## config.mk

```make
export PLATFORM = sky130hd
export DESIGN_NAME = pemux_port_e
export DESIGN_NICKNAME = d
export VERILOG_FILES = /design/src/pemux_pkg.sv /design/src/pemux_port_e.sv
export SDC_FILE = /design/constraint.sdc
export NUM_CORES = 1
export LEC_CHECK = 0
export BUFFER_PORTS_ARGS = -buffer_cell sky130_fd_sc_hd__buf_2
export CAP_MARGIN = 30
export CORE_ASPECT_RATIO = 0.8
export CORE_MARGIN = 2
export CORE_UTILIZATION = 52
export DETAILED_ROUTE_END_ITERATION = 6
export GPL_TIMING_DRIVEN = 0
export PLACE_DENSITY = 0.79
export RECOVER_POWER = 100
export REMOVE_ABC_BUFFERS = 1
export SLEW_MARGIN = 15
export SYNTH_ARGS = -nofsm -noshare
export SYNTH_HDL_FRONTEND = slang
export SYNTH_SLANG_ARGS = --single-unit
```

## constraint.sdc

```tcl
create_clock -name core_clk -period 2 [get_ports core_clk]
set_input_delay 0.2 -clock core_clk [delete_from_list [all_inputs] [get_ports core_clk]]
set_output_delay 0.2 -clock core_clk [all_outputs]
set_load 0.01 [all_outputs]
```

## src/pemux_pkg.sv

```systemverilog
// Package for the port E alternate-function pin multiplexer
package pemux_pkg;

    // Register byte addresses
    localparam logic [7:0] PEMUX_ADDR_ALT_SELECT = 8'h00;
    localparam logic [7:0] PEMUX_ADDR_PORT_OUT = 8'h04;
    localparam logic [7:0] PEMUX_ADDR_PORT_OE = 8'h08;
    localparam logic [7:0] PEMUX_ADDR_PORT_IN = 8'h0c;
    localparam logic [7:0] PEMUX_ADDR_TIMER2_CONTROL = 8'h10;
    localparam logic [7:0] PEMUX_ADDR_FIFO_POLARITY = 8'h14;
    localparam logic [7:0] PEMUX_ADDR_IFACE_CONFIG = 8'h18;
    localparam logic [7:0] PEMUX_ADDR_IRQ_STATUS = 8'h1c;
    localparam logic [7:0] PEMUX_ADDR_IRQ_MASK = 8'h20;
    localparam logic [7:0] PEMUX_ADDR_READY_IN = 8'h24;

    // Field positions
    localparam int PEMUX_TIMER2_CONTROL_EXT_ENABLE_BIT = 3;
    localparam int PEMUX_POL_READ_BIT = 3;
    localparam int PEMUX_POL_WRITE_BIT = 2;
    localparam int PEMUX_IFCFG_SLAVE_FIFO_BIT = 0;
    localparam int PEMUX_IRQ_EXT6_BIT = 0;
    localparam int PEMUX_IRQ_T2RELOAD_BIT = 1;
    localparam int PEMUX_IRQ_FIFO_RD_BIT = 2;
    localparam int PEMUX_IRQ_FIFO_WR_BIT = 3;

    // Pin positions on port E
    localparam int PEMUX_PIN_T1OVF = 1;
    localparam int PEMUX_PIN_T2OVF = 2;
    localparam int PEMUX_PIN_SER0 = 3;
    localparam int PEMUX_PIN_SER1 = 4;
    localparam int PEMUX_PIN_EXT6 = 5;
    localparam int PEMUX_PIN_T2RELOAD = 6;
    localparam int PEMUX_PIN_ADDR8 = 7;

    // Reset values: all pins general IO, inputs
    localparam logic [7:0] PEMUX_ALT_SELECT_RESET = 8'h00;
    localparam logic [7:0] PEMUX_PORT_OE_RESET = 8'h00;
    localparam logic [7:0] PEMUX_PORT_OUT_RESET = 8'h00;
    localparam logic [7:0] PEMUX_REG_RESET = 8'h00;
    localparam logic [1:0] PEMUX_SERIAL_MODE_SYNC = 2'h0;

endpackage : pemux_pkg

```

## src/pemux_port_e.sv

```systemverilog
// Port E alternate-function multiplexer with its AHB-Lite register slave
//
// Contract
// - Port E bits 1 to 7 are general IO or their alternate function per the alt-select bit.
// - The timer-1 overflow pin is high for the clock-output cycle after each clock-output cycle that saw a timer-1 overflow.
// - In timer-1 mode 3 the overflow pulse comes from the low byte counter.
// - The timer-2 overflow pin is high for one clock cycle per timer-2 overflow.
// - Serial 0 sync output carries unit data only in mode 0, else holds 1.
// - Serial 1 sync output carries unit data only in mode 0, else is high.
// - External interrupt 6 requests on a rising edge, active high.
// - A falling edge on the timer-2 reload input reloads timer 2.
// - The timer-2 reload input is ignored unless the timer-2 external enable is set.
// - In slave FIFO mode ready pin 0 is the read strobe, polarity from polarity bit 3.
// - In slave FIFO mode ready pin 1 is the write strobe, polarity from polarity bit 2.
// - Ready pins 2 to 5 are plain waveform engine inputs with no alternate function.
// - Port E bit 7 in alternate mode drives the waveform engine address bit 8.
`timescale 1ns/10ps
module pemux_port_e
    import pemux_pkg::*;
#(
    parameter int PIN_COUNT = 8
) (
    // Clock and reset
    input wire logic core_clk,
    input wire logic rst_n,
    // AHB-Lite slave
    input wire logic hsel,
    input wire logic [31:0] haddr,
    input wire logic [1:0] htrans,
    input wire logic hwrite,
    input wire logic [2:0] hsize,
    input wire logic [31:0] hwdata,
    input wire logic hready,
    output logic [31:0] hrdata,
    output logic hreadyout,
    output logic hresp,
    // Interrupt
    output logic irq,
    // Port E pins, split into input, output and output enable
    input wire logic [PIN_COUNT-1:0] port_e_in,
    output logic [PIN_COUNT-1:0] port_e_out,
    output logic [PIN_COUNT-1:0] port_e_oe,
    // Ready pins
    input wire logic [5:0] waveform_ready_pins,
    // Core-side sources, same clock
    input wire logic clock_output_tick,
    input wire logic timer1_overflow,
    input wire logic timer1_low_byte_overflow,
    input wire logic timer1_mode3,
    input wire logic timer2_overflow,
    input wire logic [1:0] serial0_mode,
    input wire logic serial0_tx_data,
    input wire logic [1:0] serial1_mode,
    input wire logic serial1_tx_data,
    input wire logic waveform_addr_bit8,
    // Core-side results
    output logic ext_irq6_input,
    output logic timer2_reload,
    output logic fifo_read_strobe,
    output logic fifo_write_strobe,
    output logic [5:0] waveform_ready_in
);

    typedef struct packed {
        logic [7:0] port_e_alt_select;
        logic [7:0] port_out;
        logic [7:0] port_oe;
        logic [7:0] timer2_control;
        logic [7:0] fifo_pin_polarity;
        logic [7:0] interface_config;
        logic [7:0] irq_status;
        logic [7:0] irq_mask;
        logic [7:0] wr_addr;
        logic wr_pend;
        logic [7:0] rd_addr;
        logic rd_pend;
        logic [31:0] rdata;
        logic [PIN_COUNT-1:0] pin_s1;
        logic [PIN_COUNT-1:0] pin_s2;
        logic [PIN_COUNT-1:0] pin_prev;
        logic [5:0] rdy_s1;
        logic [5:0] rdy_s2;
        logic [1:0] rdy_prev;
        logic t1_pending;
        logic t1_pulse;
        logic t2_pulse;
        logic irq6;
        logic reload;
        logic rd_strobe;
        logic wr_strobe;
    } pemux_state_type;

    pemux_state_type state_q;
    pemux_state_type state_d;
    logic t1_event;
    logic [PIN_COUNT-1:0] alt_out;
    logic [PIN_COUNT-1:0] alt_oe;
    logic slave_fifo;
    logic rd_level;
    logic wr_level;
    logic rd_prev_level;
    logic wr_prev_level;

    ////////////////////////////////////////////////////////////////////////////
    // Alternate pin drive
    always_comb begin
        t1_event = timer1_mode3 ? timer1_low_byte_overflow : timer1_overflow;
        alt_out = state_q.port_out;
        alt_oe = state_q.port_oe;
        alt_out[PEMUX_PIN_T1OVF] = state_q.t1_pulse;
        alt_out[PEMUX_PIN_T2OVF] = state_q.t2_pulse;
        alt_out[PEMUX_PIN_SER0] = (serial0_mode == PEMUX_SERIAL_MODE_SYNC) ?
            serial0_tx_data : 1'b1;
        alt_out[PEMUX_PIN_SER1] = (serial1_mode == PEMUX_SERIAL_MODE_SYNC) ?
            serial1_tx_data : 1'b1;
        alt_out[PEMUX_PIN_ADDR8] = waveform_addr_bit8;
        alt_oe[PEMUX_PIN_T1OVF] = 1'b1;
        alt_oe[PEMUX_PIN_T2OVF] = 1'b1;
        alt_oe[PEMUX_PIN_SER0] = 1'b1;
        alt_oe[PEMUX_PIN_SER1] = 1'b1;
        alt_oe[PEMUX_PIN_EXT6] = 1'b0;
        alt_oe[PEMUX_PIN_T2RELOAD] = 1'b0;
        alt_oe[PEMUX_PIN_ADDR8] = 1'b1;
    end

    // Bit 0 stays general IO; its alternate lies outside this block
    genvar gi;
    generate
        for (gi = 0; gi < PIN_COUNT; gi = gi + 1) begin : g_pin
            if (gi == 0) begin : g_gpio
                assign port_e_out[gi] = state_q.port_out[gi];
                assign port_e_oe[gi] = state_q.port_oe[gi];
            end else begin : g_mux
                assign port_e_out[gi] = state_q.port_e_alt_select[gi] ?
                    alt_out[gi] : state_q.port_out[gi];
                assign port_e_oe[gi] = state_q.port_e_alt_select[gi] ?
                    alt_oe[gi] : state_q.port_oe[gi];
            end
        end
    endgenerate

    ////////////////////////////////////////////////////////////////////////////
    // Strobe polarity: polarity bit set means active high
    assign slave_fifo = state_q.interface_config[PEMUX_IFCFG_SLAVE_FIFO_BIT];
    assign rd_level = state_q.rdy_s2[0] ~^ state_q.fifo_pin_polarity[PEMUX_POL_READ_BIT];
    assign wr_level = state_q.rdy_s2[1] ~^ state_q.fifo_pin_polarity[PEMUX_POL_WRITE_BIT];
    assign rd_prev_level = state_q.rdy_prev[0] ~^ state_q.fifo_pin_polarity[PEMUX_POL_READ_BIT];
    assign wr_prev_level = state_q.rdy_prev[1] ~^ state_q.fifo_pin_polarity[PEMUX_POL_WRITE_BIT];

    ////////////////////////////////////////////////////////////////////////////
    // Next state
    always_comb begin
        state_d = state_q;
        state_d.pin_s1 = port_e_in;
        state_d.pin_s2 = state_q.pin_s1;
        state_d.pin_prev = state_q.pin_s2;
        state_d.rdy_s1 = waveform_ready_pins;
        state_d.rdy_s2 = state_q.rdy_s1;
        state_d.rdy_prev = state_q.rdy_s2[1:0];

        // Hold the overflow until the clock-output cycle starts, then pulse for it
        if (clock_output_tick) begin
            state_d.t1_pulse = state_q.t1_pending || t1_event;
            state_d.t1_pending = 1'b0;
        end else if (t1_event) begin
            state_d.t1_pending = 1'b1;
        end
        state_d.t2_pulse = timer2_overflow;

        state_d.irq6 = state_q.port_e_alt_select[PEMUX_PIN_EXT6] &&
            state_q.pin_s2[PEMUX_PIN_EXT6] && !state_q.pin_prev[PEMUX_PIN_EXT6];
        state_d.reload = state_q.port_e_alt_select[PEMUX_PIN_T2RELOAD] &&
            state_q.timer2_control[PEMUX_TIMER2_CONTROL_EXT_ENABLE_BIT] &&
            !state_q.pin_s2[PEMUX_PIN_T2RELOAD] && state_q.pin_prev[PEMUX_PIN_T2RELOAD];
        state_d.rd_strobe = slave_fifo && rd_level && !rd_prev_level;
        state_d.wr_strobe = slave_fifo && wr_level && !wr_prev_level;

        // AHB address phase
        state_d.wr_pend = 1'b0;
        state_d.rd_pend = 1'b0;
        if (hsel && hready && htrans[1]) begin
            state_d.wr_pend = hwrite;
            state_d.rd_pend = !hwrite;
            state_d.wr_addr = haddr[7:0];
            state_d.rd_addr = haddr[7:0];
        end

        // AHB write data phase
        if (state_q.wr_pend) begin
            if (state_q.wr_addr == PEMUX_ADDR_ALT_SELECT) begin
                state_d.port_e_alt_select = hwdata[7:0];
            end else if (state_q.wr_addr == PEMUX_ADDR_PORT_OUT) begin
                state_d.port_out = hwdata[7:0];
            end else if (state_q.wr_addr == PEMUX_ADDR_PORT_OE) begin
                state_d.port_oe = hwdata[7:0];
            end else if (state_q.wr_addr == PEMUX_ADDR_TIMER2_CONTROL) begin
                state_d.timer2_control = hwdata[7:0];
            end else if (state_q.wr_addr == PEMUX_ADDR_FIFO_POLARITY) begin
                state_d.fifo_pin_polarity = hwdata[7:0];
            end else if (state_q.wr_addr == PEMUX_ADDR_IFACE_CONFIG) begin
                state_d.interface_config = hwdata[7:0];
            end else if (state_q.wr_addr == PEMUX_ADDR_IRQ_MASK) begin
                state_d.irq_mask = hwdata[7:0];
            end
        end

        // Read data is captured at the address phase so it is a flop in the data phase
        state_d.rdata = 32'h0000_0000;
        if (hsel && hready && htrans[1] && !hwrite) begin
            if (haddr[7:0] == PEMUX_ADDR_ALT_SELECT) begin
                state_d.rdata = {24'h00_0000, state_q.port_e_alt_select};
            end else if (haddr[7:0] == PEMUX_ADDR_PORT_OUT) begin
                state_d.rdata = {24'h00_0000, state_q.port_out};
            end else if (haddr[7:0] == PEMUX_ADDR_PORT_OE) begin
                state_d.rdata = {24'h00_0000, state_q.port_oe};
            end else if (haddr[7:0] == PEMUX_ADDR_PORT_IN) begin
                state_d.rdata = {24'h00_0000, state_q.pin_s2};
            end else if (haddr[7:0] == PEMUX_ADDR_TIMER2_CONTROL) begin
                state_d.rdata = {24'h00_0000, state_q.timer2_control};
            end else if (haddr[7:0] == PEMUX_ADDR_FIFO_POLARITY) begin
                state_d.rdata = {24'h00_0000, state_q.fifo_pin_polarity};
            end else if (haddr[7:0] == PEMUX_ADDR_IFACE_CONFIG) begin
                state_d.rdata = {24'h00_0000, state_q.interface_config};
            end else if (haddr[7:0] == PEMUX_ADDR_IRQ_STATUS) begin
                state_d.rdata = {24'h00_0000, state_q.irq_status};
            end else if (haddr[7:0] == PEMUX_ADDR_IRQ_MASK) begin
                state_d.rdata = {24'h00_0000, state_q.irq_mask};
            end else if (haddr[7:0] == PEMUX_ADDR_READY_IN) begin
                state_d.rdata = {26'h000_0000, state_q.rdy_s2};
            end
        end

        // Status clears on read; a same-cycle event still sets
        if (state_q.rd_pend && state_q.rd_addr == PEMUX_ADDR_IRQ_STATUS) begin
            state_d.irq_status = 8'h00;
        end
        if (state_q.irq6) begin
            state_d.irq_status[PEMUX_IRQ_EXT6_BIT] = 1'b1;
        end
        if (state_q.reload) begin
            state_d.irq_status[PEMUX_IRQ_T2RELOAD_BIT] = 1'b1;
        end
        if (state_q.rd_strobe) begin
            state_d.irq_status[PEMUX_IRQ_FIFO_RD_BIT] = 1'b1;
        end
        if (state_q.wr_strobe) begin
            state_d.irq_status[PEMUX_IRQ_FIFO_WR_BIT] = 1'b1;
        end
    end

    ////////////////////////////////////////////////////////////////////////////
    // State register
    always_ff @(posedge core_clk) begin
        if (!rst_n) begin
            state_q <= '0;
            state_q.port_e_alt_select <= PEMUX_ALT_SELECT_RESET;
            state_q.port_oe <= PEMUX_PORT_OE_RESET;
            state_q.port_out <= PEMUX_PORT_OUT_RESET;
            state_q.irq_mask <= PEMUX_REG_RESET;
        end else begin
            state_q <= state_d;
        end
    end

    ////////////////////////////////////////////////////////////////////////////
    // Outputs
    assign hrdata = state_q.rdata;
    assign hreadyout = 1'b1;
    assign hresp = 1'b0;
    assign irq = |(state_q.irq_status & state_q.irq_mask);
    assign ext_irq6_input = state_q.irq6;
    assign timer2_reload = state_q.reload;
    assign fifo_read_strobe = state_q.rd_strobe;
    assign fifo_write_strobe = state_q.wr_strobe;
    // Ready pins pass through synchronised, never rerouted
    assign waveform_ready_in = state_q.rdy_s2;

endmodule : pemux_port_e

```

==> out/metrics.yaml, run 1 <==
critical_path:
  arrival_ns: 2.30
  startpoint: "state_q[85]$_SDFFE_PN0P_"
  critPathMaxStageDelay_ns: 0.38
  cp-end-kind: "flop"
  crit_fanout: 8
  r2r-start: "state_q[85]$_SDFFE_PN0P_"
  required_ns: 2.30
  crit_cells: 6
  path_delay_family: "simple AND/OR/NAND/NOR gates"
  cp_slowest_cell: "nor3_1"
  path_class: "flop to flop"
  rr_worst_depth: 6
  start_kind: "flop"
  path_cells: "nor3_1 -> and3b_2 -> buf_4 -> nand3_2 -> mux2i_1 -> nor2b_1"
  critPathBufInv: 1
  regToRegSetupSlack_ns: -0.004
yosys:
  synth_area_per_cell_um2: 9.35
  synthCells: 572
  synth_edf_count: 0
  synth_flop_cell: "dfxtp_1"
  yosysSeqAreaShare: 0.438
  ys_async_sr_fraction: 0
  syn-cell-area_um2: 5350
  synth.distinct_cells: 55
  yosys_warnings: 0
  synth-seq-cells: 117
die:
  fp.dieH_um: 94.7
  start_util: 0.529
  fp-row-count: 33
  die_area_um2: 11100
  die_x_um: 117
  io_pins: 161
  core_area_um2: 10100
final_layout:
  n_antenna_cell: 0
  synthToLayoutAreaGrowth_pct: 18.5
  final_net_count: 745
  drive_gt1_frac: 0.175
  fin_cells: 798
  final_area_um2: 6340
timing:
  rsz0062_at_grt: "no"
  min_period_ns: 2.00
  max_freq_ghz: 0.499
  setup_slack_ns: -0.00387
  skew_ns: 0.00790
  finalHoldViolations: 0
  slew-limit-headroom: 0.428
  worstMarginPinSlew_ns: 0.858
  period_share: 1.00
  final-setup-viol-count: 1
  drv_slew: 0
  hold-worst-slack_ns: 0.0211
place:
  gp_congestion: 0.879
  dp.cells: 747
  dpl_cell_area_um2: 5580
  hpwl_um: 8770
  portBuffers: 82
flow_run:
  maxCapViolCount: 0
clock_network:
  numCtsBuffers: 17
  clockBufferDepth: 2
  clock_sinks: 117
  cts-root-buf: "clkbuf_16"
  clk_latency_ns: 0.41
  cts_tree: "yes"
  clk_pin_slew_ns: 0.06
  h-tree-depth: 4
global_routing:
  grt_pass1_wl_um: 21000
  antenna_found_initial: 0
  grt.overflow.total: 0
  grt_max_degree: 108
  grt_pass1_vias: 4158
  grt_use_total: 0.243
routing:
  postRouteAntennaNets: 0
  remaining_drc_errors: 0
  first_pass_iters: 5
  wl_per_cell_um: 17.2
  vias_per_cell: 5.51
  num_vias: 4400
  wl_um: 13800
  drtIter0Drc: 432
status:
  violations: "negative setup slack"
  outcome: "finished with violations"
min_path:
  hold_class: "input port to flop"
  min-delay-start: "waveform_ready_pins[1]"
  min_path_cells: 2
pwr:
  leakagePower_nw: 2.62
  p_per_area_nw_per_um2: 931
  ir_drop_uv: 535
## through the flow
stage               setup WS, ns  utilization  power [mW]  setup TNS, ns
floorplan                  0.239            -        2.58              0
global placement          -0.632        0.550        2.74         -14.86
detailed placement        -0.371        0.551        2.76          -8.44
CTS                       0.0170        0.629        5.92              0
global route             0.00217        0.626        6.05              0
finish                  -0.00387        0.626        5.90       -0.00387
## cells in the final DEF (no fill, tap or decap), types with 23 or more instances in the layout
cell type / instances
nand3_1: 23
clkbuf_1: 35
buf_2: 45
mux2i_1: 47
nand2_1: 56
and2_1: 29
conb_1: 26
a21boi_0: 24
nor2b_1: 51
a21oi_1: 26
dfxtp_1: 117
## state kept, by name (all words and copies together) (netlist names)
signal	cells
port_e_out	3
state_d	22
slave_fifo	1
port_e_oe	1
alt_out	2
fifo_write_strobe	1
waveform_ready_in	6
ext_irq6_input	1
fifo_read_strobe	1
state_q	70
hrdata	8
timer2_reload	1
## kinds of logic after synthesis
kind of cell,count (synthesis),synth area share
compound gates,97,0.129
mux,56,0.109
buf+inv,77,0.0896
simple gates,223,0.232
flops,117,0.438
other cells,2,0.00140
## where the power goes
part | switching [mW] | internal [mW] | leakage [nW]
Sequential | 0.0219 | 2.37 | 0.950
Clock | 1.12 | 2.04 | 0.289
Combinational | 0.204 | 0.138 | 1.38
## repair_timing
| item | 4_1_cts | 5_1_grt |
|---|---|---|
| endpoints found under the hold margin | 14 | 0 |
| setup endpoints to repair | 41 | 20 |
| resized for setup | 5 | 4 |
| setup buffers | 1 | 4 |
| pin swaps | 1 | 1 |
| hold buffers | 14 | 0 |
## cell usage after synthesis (3+ instances only)
master,instances,area share
dfxtp_1,117,0.44
nand2_1,58,0.041
nor2b_1,51,0.060
mux2i_1,47,0.088
buf_4,44,0.062
and2_1,34,0.040
a21oi_1,26,0.024
nand3_1,25,0.023
a21boi_0,24,0.034
clkbuf_1,16,0.011
nor2_1,16,0.011
o21ai_0,9,0.0084
buf_2,8,0.0075
mux2_2,8,0.017
a22oi_1,6,0.0084
or2_2,6,0.0070
a211oi_1,5,0.0070
nor3_1,5,0.0047
and3_1,4,0.0047
inv_1,4,0.0028
nand2b_1,4,0.0047
nand3b_1,4,0.0056
nor4b_1,4,0.0066
o22ai_1,4,0.0047
a32o_1,3,0.0056
a32oi_1,3,0.0049
## routing by layer
layer | up-vias | global-route usage | wire, µm
met1 | 2079 | 0.304 | 5740
met3 | 27 | 0.0755 | 1260
met5 | - | 0 | 0
li1 | 2060 | - | -
met2 | 234 | 0.395 | 6480
met4 | 0 | 0.103 | 297
## final timing paths
check | endpoint
setup / recovery | port_e_out[0]$_SDFFE_PN0P_
hold / removal | state_d[10]$_SDFF_PN0_
setup reg to reg | port_e_out[0]$_SDFFE_PN0P_
hold reg to reg | state_d[22]$_SDFF_PN0_
## final cells by class
| cell class | instances | area [µm²] |
|---|---|---|
| clock buffer | 19 | 453 |
| multi-input combinational | 402 | 2620 |
| timing repair buffer | 102 | 558 |
| sequential | 117 | 2340 |
| fill | 875 | 3780 |
| tap | 140 | 175 |
| clock inverter | 13 | 171 |
| inverter | 5 | 18.8 |
Note: power is estimated with default switching activity, not from simulation.
==> run 2, diff against run 1 <==
--- a/config.mk
+++ b/config.mk
@@ -13,7 +13,7 @@
 export DETAILED_ROUTE_END_ITERATION = 6
 export GPL_TIMING_DRIVEN = 0
 export PLACE_DENSITY = 0.79
-export RECOVER_POWER = 100
+export RECOVER_POWER = 25
 export REMOVE_ABC_BUFFERS = 1
 export SLEW_MARGIN = 15
 export SYNTH_ARGS = -nofsm -noshare
==> out/metrics.yaml, run 2 (synthesis gave the netlist of run 1 again) <==
place:
  dpl_cell_area_um2: 5580  # unchanged
  portBuffers: 82  # unchanged
  hpwl_um: 8770  # unchanged
  place_ws_ns: -0.371  # unchanged
  gp_congestion: 0.879  # unchanged
final_layout:
  fill_cells: 839  # was 875
  layout_commonest_cell: "dfxtp_1"  # unchanged
  largest_register: "state_q"  # unchanged
  layout_common_cells: "117 x dfxtp_1, 81 x buf_2, 56 x nand2_1"  # was 117 x dfxtp_1, 56 x nand2_1, 51 x nor2b_1
  multi_input_area_um2: 2650  # was 2620 µm²
  largest_reg_flops: 70  # unchanged
  n_antenna_cell: 0  # unchanged
  regArea_um2: 2340  # unchanged
  final_area_um2: 6410  # was 6340 µm²
  drive_gt1_frac: 0.229  # was 0.175
  final_net_count: 745  # unchanged
  synthToLayoutAreaGrowth_pct: 20.0  # was 18.5%
routing:
  wl_per_cell_um: 17.1  # was 17.2 µm
  num_vias: 4390  # was 4400
  wl_um: 13700  # was 13800 µm
  first_pass_iters: 6  # was 5
  postRouteAntennaNets: 0  # unchanged
  drtIter0Drc: 363  # was 432
  vias_per_cell: 5.50  # was 5.51
  remaining_drc_errors: 0  # unchanged
timing:
  min_period_ns: 1.93  # was 2.00 ns
  finalSetupTns_ns: 0  # was -0.00387 ns
  worstMarginPinSlew_ns: 0.869  # was 0.858 ns
  period_share: 0.966  # was 1.00
  skew_ns: 0.00678  # was 0.00790 ns
  setup_slack_ns: 0.0682  # was -0.00387 ns
  final-setup-viol-count: 0  # was 1
  slew-limit-headroom: 0.421  # was 0.428
  max_freq_ghz: 0.518  # was 0.499 GHz
  drv_slew: 0  # unchanged
  finalHoldViolations: 0  # unchanged
clock_network:
  clock_sinks: 117  # unchanged
  cts_tree: "yes"  # unchanged
  cts-root-buf: "clkbuf_16"  # unchanged
  clockBufferDepth: 2  # unchanged
  h-tree-depth: 4  # unchanged
  clk_pin_slew_ns: 0.05  # was 0.06 ns
  numCtsBuffers: 17  # unchanged
  clk_latency_ns: 0.41  # about the same
global_routing:
  grt.overflow.total: 0  # unchanged
  grt_pass1_vias: 4158  # unchanged
  grt_pass1_wl_um: 21000  # unchanged
  antenna_found_initial: 0  # unchanged
  grt_use_total: 0.243  # unchanged
  grt_max_degree: 108  # unchanged
critical_path:
  cp_slowest_cell: "nor4b_1"  # was nor3_1
  critPathMaxStageDelay_ns: 0.53  # was 0.38 ns
  path_delay_family: "simple AND/OR/NAND/NOR gates"  # unchanged
  path_class: "flop to flop"  # unchanged
  critPathBufInv: 0  # was 1
  arrival_ns: 2.22  # was 2.30 ns
  path_cells: "nor4b_1 -> nand2_2 -> mux2i_1 -> nor2b_1"  # was nor3_1 -> and3b_2 -> buf_4 -> nand3_2 -> mux2i_1 -> nor2b_1
  start_kind: "flop"  # unchanged
  cp-end-kind: "flop"  # unchanged
  crit_fanout: 8  # unchanged
  required_ns: 2.28  # was 2.30 ns
pwr:
  ir_drop_uv: 536  # was 535 µV
  p_int_mw: 4.55  # about the same
  p_switching_mw: 1.35  # about the same
  power_frac_comb: 0.059  # was 0.058
  p_total_mw: 5.90  # about the same
  seqPwrFrac: 0.406  # about the same
  leakagePower_nw: 2.78  # was 2.62 nW
  pwr-share-clk: 0.535  # was 0.536
  p_per_area_nw_per_um2: 920  # was 931 nW/µm²
  swShare: 0.229  # about the same
die:
  core_area_um2: 10100  # unchanged
  start_util: 0.529  # unchanged
  fp.dieH_um: 94.7  # unchanged
  die_x_um: 117  # unchanged
  die_area_um2: 11100  # unchanged
  fp-row-count: 33  # unchanged
  io_pins: 161  # unchanged
flow_run:
  maxCapViolCount: 0  # unchanged
min_path:
  hold_class: "input port to flop"  # unchanged
status:
  outcome: "complete, no violations"  # was finished with violations
[run 2: area by class of cell]
class / instances / share of cell area
Inverter: 5 / 0.00293
Timing Repair Buffer: 102 / 0.0938
Multi-Input combinational cell: 402 / 0.413
Sequential cell: 117 / 0.365
Clock inverter: 13 / 0.0267
Clock buffer: 19 / 0.0706
Tap cell: 140 / 0.0273
[run 2: path summary, 6_finish.rpt]
path                                 start                         to  slack [ns]  cells after the start
setup / recovery  state_q[80]$_SDFFE_PN0P_  port_e_oe[0]$_SDFFE_PN0P_        0.07                      4
hold / removal      waveform_ready_pins[1]     state_d[10]$_SDFF_PN0_        0.02                      2
setup reg to reg  state_q[80]$_SDFFE_PN0P_  port_e_oe[0]$_SDFFE_PN0P_        0.07                      4
hold reg to reg     state_d[30]$_SDFF_PN0_     state_d[22]$_SDFF_PN0_        0.43                      1
[run 2: through the flow]
| step | util | hold slack (ns) | std cells |
|---|---|---|---|
| 2_1_floorplan | - | 0.276 | 524 |
| 3_3_place_gp | 0.550 | 0.391 | 746 |
| 3_5_place_dp | 0.551 | 0.408 | 747 |
| 4_1_cts | 0.629 | 0.0122 | 794 |
| 5_1_grt | 0.634 | 0.0416 | 798 |
| 6_report | 0.634 | 0.0213 | 798 |
[run 2: repair_timing]
| item | in CTS | in global routing |
|---|---|---|
| hold endpoints to repair | 14 | 0 |
| setup buffers | 1 | 4 |
| gates resized for setup | 5 | 4 |
| hold buffers | 14 | 0 |
| setup endpoints to repair | 41 | 20 |
| pin swaps | 1 | 1 |
[run 2: layer usage]
layer,up-vias,GRT usage,routed length (µm)
li1,2061,-,-
met1,2071,0.304,5640
met2,223,0.395,6390
met3,35,0.0755,1290
met4,0,0.103,350
met5,-,0,0
[run 2: worst reg2reg max path: cells and delay by family (launching register included)]
family           cells  cell delay, ns
and+or+nand+nor      3            1.02
muxes                1            0.36
DFF                  1            0.43
[run 2: power groups by stage]
| stage | registers (mW) | clock network [mW] | logic, mW |
|---|---|---|---|
| 3_3_place_gp | 2.44 | 0 | 0.299 |
| 3_5_place_dp | 2.44 | 0 | 0.312 |
| 6_report | 2.40 | 3.16 | 0.348 |
| 5_1_grt | 2.40 | 3.29 | 0.376 |
| 2_1_floorplan | 2.44 | 0 | 0.144 |
| 4_1_cts | 2.39 | 3.19 | 0.338 |
==> run 3, diff against run 2 <==
--- a/config.mk
+++ b/config.mk
@@ -5,16 +5,18 @@
 export SDC_FILE = /design/constraint.sdc
 export NUM_CORES = 1
 export LEC_CHECK = 0
+export ABC_AREA = 1
 export BUFFER_PORTS_ARGS = -buffer_cell sky130_fd_sc_hd__buf_2
 export CAP_MARGIN = 30
 export CORE_ASPECT_RATIO = 0.8
 export CORE_MARGIN = 2
-export CORE_UTILIZATION = 52
+export CORE_UTILIZATION = 51
 export DETAILED_ROUTE_END_ITERATION = 6
 export GPL_TIMING_DRIVEN = 0
-export PLACE_DENSITY = 0.79
+export PLACE_DENSITY = 0.78
 export RECOVER_POWER = 25
 export REMOVE_ABC_BUFFERS = 1
+export SETUP_SLACK_MARGIN = 0.05
 export SLEW_MARGIN = 15
 export SYNTH_ARGS = -nofsm -noshare
 export SYNTH_HDL_FRONTEND = slang
==> constraint.sdc (replaced) <==
create_clock -name core_clk -period 2.15 [get_ports core_clk]
set_input_delay 0.215 -clock core_clk [delete_from_list [all_inputs] [get_ports core_clk]]
set_output_delay 0.215 -clock core_clk [all_outputs]
set_load 0.01 [all_outputs]
==> out/metrics.yaml, run 3 <==
clock_network:
  cts-root-buf: "clkbuf_16"  # unchanged
  clock_sinks: 117  # unchanged
  h-tree-depth: 4  # unchanged
  numCtsBuffers: 17  # unchanged
  clk_latency_ns: 0.41  # about the same
  clockBufferDepth: 2  # unchanged
  cts_tree: "yes"  # unchanged
  clk_pin_slew_ns: 0.05  # about the same
critical_path:
  cp_slowest_cell: "nor3_2"  # was nor4b_1
  rr_worst_depth: 7  # was 4
  crit_fanout: 95  # was 8
  cp-end-kind: "flop"  # unchanged
  startpoint: "rst_n"  # was state_q[80]$_SDFFE_PN0P_
  reg2reg_to: "state_q[122]$_SDFFE_PN0P_"  # was port_e_oe[0]$_SDFFE_PN0P_
  r2r-start: "state_q[79]$_SDFFE_PN0P_"  # was state_q[80]$_SDFFE_PN0P_
  critPathCapture: "hrdata[7]$_SDFF_PN0_"  # was port_e_oe[0]$_SDFFE_PN0P_
  path_cells: "buf_6 -> inv_1 -> nor3_2 -> inv_1 -> a21oi_1 -> nand2_1 -> inv_1"  # was nor4b_1 -> nand2_2 -> mux2i_1 -> nor2b_1
  required_ns: 2.51  # was 2.28 ns
  arrival_ns: 2.32  # was 2.22 ns
  cpMostUsedCell: "inv_1"
  path_class: "input port to flop"  # was flop to flop
  critPathMaxStageDelay_ns: 0.61  # was 0.53 ns
  start_kind: "input port"  # was flop
  regToRegSetupSlack_ns: 0.26  # was 0.07 ns
routing:
  postRouteAntennaNets: 0  # unchanged
  vias_per_cell: 5.12  # was 5.50
  wl_um: 12200  # was 13700 µm
  wl_per_cell_um: 13.8  # was 17.1 µm
  first_pass_iters: 5  # was 6
  num_vias: 4531  # was 4390
  remaining_drc_errors: 0  # unchanged
  drtIter0Drc: 374  # was 363
timing:
  finalHoldViolations: 0  # unchanged
  period_share: 0.914
  final-setup-viol-count: 0  # unchanged
  slew-limit-headroom: 0.361  # was 0.421
  max_freq_ghz: 0.509
  rsz0062_at_grt: "no"
  min_period_ns: 1.96
  skew_ns: 0.00498  # was 0.00678 ns
  worstMarginPinSlew_ns: 0.951  # was 0.869 ns
  finalSetupTns_ns: 0  # unchanged
  drv_slew: 0  # unchanged
yosys:
  synth_flop_cell: "dfxtp_1"  # unchanged
  synth.distinct_cells: 35  # was 55
  syn-cell-area_um2: 5100  # was 5350 µm²
  ys_top_cells_by_count: "117 x dfxtp_1, 100 x nand2_1, 88 x inv_1, 82 x a21oi_1, 61 x o21ai_0"  # was 117 x dfxtp_1, 58 x nand2_1, 51 x nor2b_1, 47 x mux2i_1, 44 x buf_4
  ys_async_sr_fraction: 0  # unchanged
  synth-seq-cells: 117  # unchanged
  synth_area_per_cell_um2: 7.71  # was 9.35 µm²
  yosysSeqAreaShare: 0.459  # was 0.438
  yosys_warnings: 0  # unchanged
  synth_edf_count: 0  # unchanged
  yosysMostFrequentCell: "dfxtp_1"  # unchanged
  synth_top_area_frac: 0.459  # was 0.438
  yosysTopAreaCell: "dfxtp_1"  # unchanged
  synth.area.top_cells: "dfxtp_1 46%, a21oi_1 8.0%, nand2_1 7.4%"  # was dfxtp_1 44%, mux2i_1 8.8%, buf_4 6.2%
  synthCells: 662  # was 572
place:
  hpwl_um: 8300  # was 8770 µm
  portBuffers: 82  # unchanged
  dp.cells: 840  # was 747
  gp_congestion: 0.853  # was 0.879
pwr:
  p_per_area_nw_per_um2: 868  # was 920 nW/µm²
  ir_drop_uv: 594  # was 536 µV
  leakagePower_nw: 2.91  # was 2.78 nW
global_routing:
  grt_max_degree: 96  # was 108
  antenna_found_initial: 0  # unchanged
  grt_pass1_vias: 4278  # was 4158
  grt_pass1_wl_um: 19400  # was 21000 µm
  grt_use_total: 0.233  # was 0.243
  grt.overflow.total: 0  # unchanged
die:
  die_area_um2: 10800  # was 11100 µm²
  die_x_um: 116  # was 117 µm
  core_area_um2: 9690  # was 10100 µm²
  fp.dieH_um: 93.5  # was 94.7 µm
  start_util: 0.527  # was 0.529
  io_pins: 161  # unchanged
  fp-row-count: 32  # was 33
flow_run:
  maxCapViolCount: 0  # unchanged
final_layout:
  n_antenna_cell: 0  # unchanged
  layout_common_cells: "117 x dfxtp_1, 100 x nand2_1, 88 x inv_1"  # was 117 x dfxtp_1, 81 x buf_2, 56 x nand2_1
  final_net_count: 838  # was 745
  drive_gt1_frac: 0.200  # was 0.229
  largest_reg_flops: 70  # unchanged
  synthToLayoutAreaGrowth_pct: 18.7  # was 20.0%
  largest_register: "state_q"  # unchanged
  fin_cells: 885  # was 798
  layout_commonest_cell: "dfxtp_1"  # unchanged
status:
  outcome: "complete, no violations"  # unchanged
min_path:
  hold_class: "input port to flop"  # unchanged
==> run 3: area by class of cell <==
type                       count  area [µm²]
tap                          136         170
fill                         871        3630
multi-input combinational    411        2050
inverter                      94         355
timing repair buffer          97         567
clock inverter                 4        70.1
clock buffer                  26         499
sequential                   117        2340
==> run 3: timing repair <==
action,CTS,global route
setup endpoints to repair,2,1
buffers inserted,0,0
pin swaps,0,0
resized for setup,1,1
hold buffers,15,0
endpoints found under the hold margin,15,0
==> run 3: routing by layer <==
| metal | GRT usage | vias up | share of wire |
|---|---|---|---|
| met3 | 0.0661 | 35 | 0.079 |
| met1 | 0.276 | 2079 | 0.41 |
| met2 | 0.377 | 207 | 0.48 |
| li1 | - | 2210 | - |
| met4 | 0.133 | 0 | 0.024 |
| met5 | 0 | - | 0 |
==> run 3: worst min path at each step <==
stage                                 startpoint                               to  cells after the start
after CTS                      clock_output_tick          state_q[6]$_SDFFE_PP0P_                      2
after floorplan                clock_output_tick          state_q[6]$_SDFFE_PP0P_                      1
after global placement    state_q[26]$_SDFF_PN0_        ext_irq6_input$_SDFF_PN0_                      1
after global routing           clock_output_tick          state_q[6]$_SDFFE_PP0P_                      2
after detailed placement  state_d[11]$_SDFF_PN0_  waveform_ready_in[2]$_SDFF_PN0_                      2
final                          clock_output_tick          state_q[6]$_SDFFE_PP0P_                      2
==> run 3: kinds of logic after synthesis <==
logic type | share of synthesized area
DFF | 0.459
and+or+nand+nor | 0.227
other | 0.00147
buffers and inverters | 0.157
AOI/OAI and AO/OA | 0.155
==> run 3: report_power, final <==
| part | leakage (nW) | switching (mW) | internal (mW) |
|---|---|---|---|
| sequential | 0.951 | 0.0207 | 2.21 |
| clock | 0.280 | 0.921 | 1.81 |
| combinational | 1.67 | 0.188 | 0.102 |
| total | 2.91 | 1.13 | 4.13 |
==> run 3: per-stage QoR <==
stage,hold WS (ns),util,area (µm²),setup WS [ns],power [mW]
global route,0.00989,0.625,6060,0.0692,5.41
CTS,0.00142,0.625,6050,0.266,5.27
detailed placement,0.397,0.550,5330,-0.408,2.54
floorplan,0.294,-,4750,0.681,2.43
global placement,0.385,0.550,5330,-1.06,2.53
finish,0.00828,0.625,6060,0.185,5.26
==> run 3: critical path: cells and delay by family <==
family / cells / cell delay (ns)
simple gates: 2 / 0.68
compound gates: 1 / 0.16
buf+inv: 4 / 1.22
